$ cat src/shared/pdm_pkg.sv
// ==========================================================================
// port drive and match detect constants
package pdm_pkg;
  localparam int unsigned SFR_AW = 8;
  localparam int unsigned SFR_DW = 8;

  // ==========================================================================
  // register addresses
  localparam logic [7:0] ADDR_PORT_DRIVE_STRENGTH  = 8'hF6;
  localparam logic [7:0] ADDR_PORT0_MATCH_VALUE    = 8'hFD;
  localparam logic [7:0] ADDR_PORT0_COMPARE_MASK   = 8'hFE;

  // ==========================================================================
  // field layout and reset values
  localparam int unsigned NUM_DRIVE_PORTS          = 4;
  localparam logic [3:0] DRIVE_SELECT_RESET        = 4'hF;
  localparam logic [7:0] MATCH_VALUE_RESET         = 8'hFF;
  localparam logic [7:0] COMPARE_MASK_RESET        = 8'h00;
  localparam logic [7:0] READ_UNMAPPED             = 8'h00;

  // ==========================================================================
  // special-function-register access
  typedef struct packed {
    logic              wr;
    logic              rd;
    logic [SFR_AW-1:0] addr;
    logic [SFR_DW-1:0] wdata;
  } pdm_sfr_req_s;
endpackage : pdm_pkg

$ cat src/design/pdm_port_drive_match.sv
// Function
// - one drive select bit per port 0-3
// - drive select bits reset to one
// - mask zero pin never causes mismatch
// - mask one pin compared to match bit
// - match bit zero compares against low
// - match bit one compares against high
// - mask bits reset to zero
// - match bits reset to one
`timescale 1ns/100ps
`default_nettype none

module pdm_port_drive_match
  import pdm_pkg::*;
#(
  parameter int unsigned PINS = 8
) (
  input  wire logic                       clk,
  input  wire logic                       sys_rst,
  input  wire pdm_sfr_req_s               sfr_req,
  output logic [SFR_DW-1:0]               sfr_rdata,
  input  wire logic [PINS-1:0]            port0_pins,
  output logic [NUM_DRIVE_PORTS-1:0]      drive_select,
  output logic                            port_mismatch
);

  // ==========================================================================
  // pin synchroniser
  // pads are asynchronous: two flops before any use
  logic [PINS-1:0] pin_meta_q;
  logic [PINS-1:0] pin_sync_q;

  always_ff @(posedge clk) begin
    if (sys_rst) begin
      pin_meta_q <= '0;
      pin_sync_q <= '0;
    end else begin
      pin_meta_q <= port0_pins;
      pin_sync_q <= pin_meta_q;
    end
  end

  // ==========================================================================
  // registers
  logic [NUM_DRIVE_PORTS-1:0] drive_d, drive_q;
  logic [PINS-1:0]            match_d, match_q;
  logic [PINS-1:0]            mask_d, mask_q;
  logic [SFR_DW-1:0]          rdata_d, rdata_q;

  always_comb begin
    drive_d = drive_q;
    match_d = match_q;
    mask_d  = mask_q;
    rdata_d = rdata_q;
    if (sfr_req.wr) begin
      // reserved upper drive bits dropped on write
      case (sfr_req.addr)
        ADDR_PORT_DRIVE_STRENGTH: drive_d = sfr_req.wdata[NUM_DRIVE_PORTS-1:0];
        ADDR_PORT0_MATCH_VALUE:   match_d = sfr_req.wdata[PINS-1:0];
        ADDR_PORT0_COMPARE_MASK:  mask_d  = sfr_req.wdata[PINS-1:0];
        default: ;
      endcase
    end
    if (sfr_req.rd) begin
      case (sfr_req.addr)
        // reserved upper bits read zero
        ADDR_PORT_DRIVE_STRENGTH: rdata_d = {{(SFR_DW-NUM_DRIVE_PORTS){1'b0}}, drive_q};
        ADDR_PORT0_MATCH_VALUE:   rdata_d = match_q;
        ADDR_PORT0_COMPARE_MASK:  rdata_d = mask_q;
        default:                  rdata_d = READ_UNMAPPED;
      endcase
    end
  end

  always_ff @(posedge clk) begin
    if (sys_rst) begin
      drive_q <= DRIVE_SELECT_RESET;
      match_q <= MATCH_VALUE_RESET;
      mask_q  <= COMPARE_MASK_RESET;
      rdata_q <= READ_UNMAPPED;
    end else begin
      drive_q <= drive_d;
      match_q <= match_d;
      mask_q  <= mask_d;
      rdata_q <= rdata_d;
    end
  end

  // ==========================================================================
  // mismatch detector
  function automatic logic mismatch_f(input logic [PINS-1:0] pins,
                                      input logic [PINS-1:0] mat,
                                      input logic [PINS-1:0] msk);
    // per-pin xor against match level, gated by mask
    mismatch_f = |((pins ^ mat) & msk);
  endfunction : mismatch_f

  logic mism_d, mism_q;

  always_comb begin
    mism_d = mismatch_f(pin_sync_q, match_q, mask_q);
  end

  always_ff @(posedge clk) begin
    if (sys_rst) begin
      mism_q <= 1'b0;
    end else begin
      mism_q <= mism_d;
    end
  end

  assign sfr_rdata     = rdata_q;
  assign drive_select  = drive_q;
  assign port_mismatch = mism_q;

  // ==========================================================================
  // assertions: reset values
  drive_reset_val_a: assert property (@(posedge clk)
    sys_rst |=> drive_q == 4'hF)
    else $error("drive select not one after reset");

  mask_reset_val_a: assert property (@(posedge clk)
    sys_rst |=> mask_q == 8'h00)
    else $error("mask not zero after reset");

  match_reset_val_a: assert property (@(posedge clk)
    sys_rst |=> match_q == 8'hFF)
    else $error("match not ones after reset");

  event_reset_a: assert property (@(posedge clk)
    sys_rst |=> !port_mismatch)
    else $error("mismatch event during reset");

  // ==========================================================================
  // assertions: register access
  drive_write_a: assert property (@(posedge clk) disable iff (sys_rst)
    sfr_req.wr && sfr_req.addr == ADDR_PORT_DRIVE_STRENGTH
    |=> drive_select == $past(sfr_req.wdata[3:0]))
    else $error("drive write lost");

  drive_hold_a: assert property (@(posedge clk) disable iff (sys_rst)
    !(sfr_req.wr && sfr_req.addr == ADDR_PORT_DRIVE_STRENGTH)
    |=> $stable(drive_select))
    else $error("drive select changed without write");

  mask_write_a: assert property (@(posedge clk) disable iff (sys_rst)
    sfr_req.wr && sfr_req.addr == ADDR_PORT0_COMPARE_MASK
    |=> mask_q == $past(sfr_req.wdata))
    else $error("mask write lost");

  mask_hold_a: assert property (@(posedge clk) disable iff (sys_rst)
    !(sfr_req.wr && sfr_req.addr == ADDR_PORT0_COMPARE_MASK)
    |=> $stable(mask_q))
    else $error("mask changed without write");

  match_write_a: assert property (@(posedge clk) disable iff (sys_rst)
    sfr_req.wr && sfr_req.addr == ADDR_PORT0_MATCH_VALUE
    |=> match_q == $past(sfr_req.wdata))
    else $error("match write lost");

  match_hold_a: assert property (@(posedge clk) disable iff (sys_rst)
    !(sfr_req.wr && sfr_req.addr == ADDR_PORT0_MATCH_VALUE)
    |=> $stable(match_q))
    else $error("match changed without write");

  drive_read_a: assert property (@(posedge clk) disable iff (sys_rst)
    sfr_req.rd && sfr_req.addr == ADDR_PORT_DRIVE_STRENGTH
    |=> sfr_rdata == {4'h0, $past(drive_select)})
    else $error("drive select read wrong");

  mask_read_a: assert property (@(posedge clk) disable iff (sys_rst)
    sfr_req.rd && sfr_req.addr == ADDR_PORT0_COMPARE_MASK
    |=> sfr_rdata == $past(mask_q))
    else $error("mask read wrong");

  match_read_a: assert property (@(posedge clk) disable iff (sys_rst)
    sfr_req.rd && sfr_req.addr == ADDR_PORT0_MATCH_VALUE
    |=> sfr_rdata == $past(match_q))
    else $error("match read wrong");

  // ==========================================================================
  // assertions: mismatch detector
  pin_sync_a: assert property (@(posedge clk) disable iff (sys_rst)
    !$past(sys_rst) && !$past(sys_rst, 2) |-> pin_sync_q == $past(port0_pins, 2))
    else $error("pin synchroniser delay wrong");

  masked_quiet_a: assert property (@(posedge clk) disable iff (sys_rst)
    mask_q == 8'h00 && $past(mask_q) == 8'h00 |=> !port_mismatch)
    else $error("mismatch with all pins masked");

  mismatch_high_a: assert property (@(posedge clk) disable iff (sys_rst)
    |(mask_q & match_q & ~pin_sync_q) |=> port_mismatch)
    else $error("low pin vs high match missed");

  mismatch_low_a: assert property (@(posedge clk) disable iff (sys_rst)
    |(mask_q & ~match_q & pin_sync_q) |=> port_mismatch)
    else $error("high pin vs low match missed");

  all_match_a: assert property (@(posedge clk) disable iff (sys_rst)
    ((pin_sync_q ^ match_q) & mask_q) == 8'h00 |=> !port_mismatch)
    else $error("mismatch while all compared pins match");

  mismatch_exact_a: assert property (@(posedge clk) disable iff (sys_rst)
    !$past(sys_rst) |-> port_mismatch == $past(|((pin_sync_q ^ match_q) & mask_q)))
    else $error("mismatch output wrong");

  pin_path_a: assert property (@(posedge clk) disable iff (sys_rst)
    mask_q == 8'h01 && match_q == 8'hFF && $stable(mask_q) && $stable(match_q)
    ##0 !pin_sync_q[0] |=> port_mismatch)
    else $error("pin 0 low not flagged");

  // cover points
  mismatch_seen_c: cover property (@(posedge clk) disable iff (sys_rst) $rose(port_mismatch));
  mismatch_gone_c: cover property (@(posedge clk) disable iff (sys_rst) $fell(port_mismatch));
  low_drive_c:     cover property (@(posedge clk) disable iff (sys_rst) drive_select == 4'h0);
  single_pin_c:    cover property (@(posedge clk) disable iff (sys_rst)
    mask_q == 8'h01 && !pin_sync_q[0] ##1 port_mismatch);
  masked_diff_c:   cover property (@(posedge clk) disable iff (sys_rst)
    ((pin_sync_q ^ match_q) & ~mask_q) != 8'h00 ##1 !port_mismatch);

endmodule : pdm_port_drive_match

`default_nettype wire

$ cat config.mk
export PLATFORM = sky130hd
export DESIGN_NAME = pdm_port_drive_match
export DESIGN_NICKNAME = d
export VERILOG_FILES = /design/src/shared/pdm_pkg.sv /design/src/design/pdm_port_drive_match.sv
export SDC_FILE = /design/constraint.sdc
export NUM_CORES = 1
export LEC_CHECK = 0
export CAP_MARGIN = 40
export CORE_MARGIN = 2
export CORE_UTILIZATION = 35
export DETAILED_ROUTE_END_ITERATION = 16
export DONT_BUFFER_PORTS = 1
export PLACE_DENSITY = 0.46
export REMOVE_ABC_BUFFERS = 1
export SLEW_MARGIN = 5
export SYNTH_ARGS = -nofsm -noshare
export SYNTH_HDL_FRONTEND = slang
export SYNTH_SLANG_ARGS = --single-unit
$ cat constraint.sdc
create_clock -name clk -period 1.4 [get_ports clk]
set_input_delay 0.14 -clock clk [delete_from_list [all_inputs] [get_ports clk]]
set_output_delay 0.14 -clock clk [all_outputs]
set_load 0.01 [all_outputs]
==> impl_results.md <==
* Fin cells at 260
* Max Fanout on Critical Path at 8
* Worst-Margin Slew at 0.3119 ns
* Cell Area, Synth at 0.001807 sq mm
* Commonest non-fill, non-tap cell in the layout: dfxtp_1
* Final Max Slew Viols at 0
* WP data arrival at 1.50 ns
* WL per Instance at 14.41 microns
* Final ANT Viol Nets at 0
* Nets at 217
* Clk buf depth at 2
* P&R area growth vs syn at 20.50%
* Post-synthesis sequential area ratio at between 40% and 50%
* Yosys reg bits at 45
* WP data required at 1.58 ns
* Most frequent cells in the layout: dfxtp_1 (45), mux2i_1 (24), dlygate4sd3_1 (21), nor2b_1 (17), nand2_1 (12)
* Reported leakage power at 0.8894 nW
* Vias per inst at about 4.7
* CTS tree: built
* Gr usage total at approximately 14%
* Hold Path Stages at 2
* Hold crit path type: in2reg
* Residual DRC count at 0
* DRT Pass-1 Iters at 4
* Vias in the first global route at 1212
* Synthesized instance count at 166
* Placeable Area at 0.005042 sq mm
* Ant. Diodes at 0
* Skew-Pair Late Insertion Delay at approximately 0.29 ns
* F_max at 760.2 MHz
* Hold buffer count at CTS at 21
* Cell count after placement at 230
* CTS resizes at 0
* Fraction of layout cells with a size suffix above 1 at 8.421%
* YS warnings at 0
* H-tree levels at 2
* Routed WL at 3747 microns
* Final hold slack at about 0.024 ns
* Endpoints failing setup at 0
* Yosys top cell by area: dfxtp_1
* Die area at 0.005752 sq mm
* Max-Cap Viols at 0
* Die Height at 75.85 microns
* Synth Flop Type: dfxtp_1
* Outcome: finished, final reports clean
* Num CTS Buffers at 5
* Chip Width at approximately 76 microns
* Clock Skew at around 0.0047 ns
* Grt ovf at 0
* DP Wirelength at about 2600 microns
* Setup Crit Path Kind: in2reg
* Initial Utilization at 35.83%
* Final estimated routing congestion in global placement at between 0.7 and 0.8
* R2R depth at 3
* Post-route clock period utilization at 93.96%
* Initial antenna violation count at 0
* RSZ-0062 raised after global routing: no
* I/O pins at between 40 and 50
* Tmin final at 1.315 ns
* Clock root cell: clkbuf_8
* Setup TNS at 0 ns
* First-pass GRT wire length at 5934 microns
* CP Launch Type: input port
* Synth cell types at 29
* Clock Sinks at 45
* Final hold violations at 0
* Vias at between 1000 and 1500
* Synthesized area per cell at 10.88 sq um
* Clk slew on worst S/H paths at 0.08 ns
* Maximum VDD drop at 0.4841 mV
* Pwr per Cell Area at 1059 mW/mm^2
* Starting DRC count in detailed routing at 36
* Postcts setup bufs at 0
* Endpoint class of the critical path: flip-flop
* Largest net degree at the start of global routing at 27
* Share of the synthesized area in the top cell type at 49.86%
* PortBufs at 0
* Async set-or-reset flop fraction in the synthesized netlist at 0%
* Main area contributors after synthesis: dfxtp_1 (50%), mux2i_1 (13%), nor2b_1 (5.9%)
* Row cnt at 26
* Post-synth EDFFs at 0
* Max-slew headroom at 79.17%
## state kept, by name, indices dropped and copies added, names as in the netlist
signal,cells
pin_meta_q,8
sfr_rdata,8
mask_q,8
drive_select,4
port_mismatch,1
pin_sync_q,8
match_q,8
## per-stage QoR
step	util (%)	total power, mW	setup WS, ns	cell area [sq um]
3_3_place_gp	36.70	1.415	0.2839	1851
4_1_cts	42.88	2.342	0.02752	2162
5_1_grt	43.18	2.416	0.02816	2177
2_1_floorplan	-	1.400	0.3348	1755
3_5_place_dp	36.70	1.416	0.2465	1851
6_report	43.18	2.306	0.08460	2177
## cell type report
| class | instances | area (sq um) |
|---|---|---|
| clock inverter | 1 | 5.005 |
| clock buffer | 7 | 96.34 |
| sequential | 45 | 900.9 |
| inverter | 1 | 3.754 |
| fill | 507 | 2865 |
| multi-input combinational | 113 | 850.8 |
| tap | 70 | 87.58 |
| timing repair buffer | 23 | 232.7 |
## report_power, final
| part | switching (mW) | total (mW) | internal, mW |
|---|---|---|---|
| logic | 0.0588 | 0.141 | 0.0821 |
| clock network | 0.410 | 0.856 | 0.446 |
| registers | 0.00705 | 1.31 | 1.30 |
## worst paths after layout
kind                   end     startpoint  slack, ns
max              mask_q[4]     sfr_req[8]       0.08
min           sfr_rdata[3]    sfr_req[16]       0.02
max reg2reg      mask_q[4]      mask_q[4]       0.22
min reg2reg  pin_sync_q[6]  pin_meta_q[6]       0.44
## cells in the mapped netlist (all sizes together) (8+ instances only)
| cell | count |
|---|---|
| nor2b | 17 |
| dfxtp | 45 |
| nand2 | 12 |
| nor2 | 8 |
| mux2i | 24 |
| xor2 | 8 |
## critical path, cell delays in order
cell and delay (ns):
and3b_1 0.28, nand4_4 0.25, mux2i_1 0.23, nor2_1 0.05, dlygate4sd3_1 0.54
## metal layers
| layer | part of all wire [%] | routed length (microns) | track usage (%) |
|---|---|---|---|
| met1 | 47 | 1774 | 18.00 |
| met2 | 45 | 1692 | 22.22 |
| met3 | 6.5 | 242 | 5.159 |
| met4 | 1.0 | 38 | 5.263 |
| met5 | 0 | 0 | 0 |
## cell families (layout without fill, tap and decap cells)
group	count (synthesis)	in the layout	share of synthesized area (%)
AND/OR/NAND/NOR	59	59	20.22
flip-flops	45	45	49.86
multiplexers	24	24	13.30
AO/OA/AOI/OAI	22	22	9.695
XOR/XNOR	8	8	3.878
buffers and inverters	8	32	3.046
No activity file was read; power rests on OpenSTA's default activity.
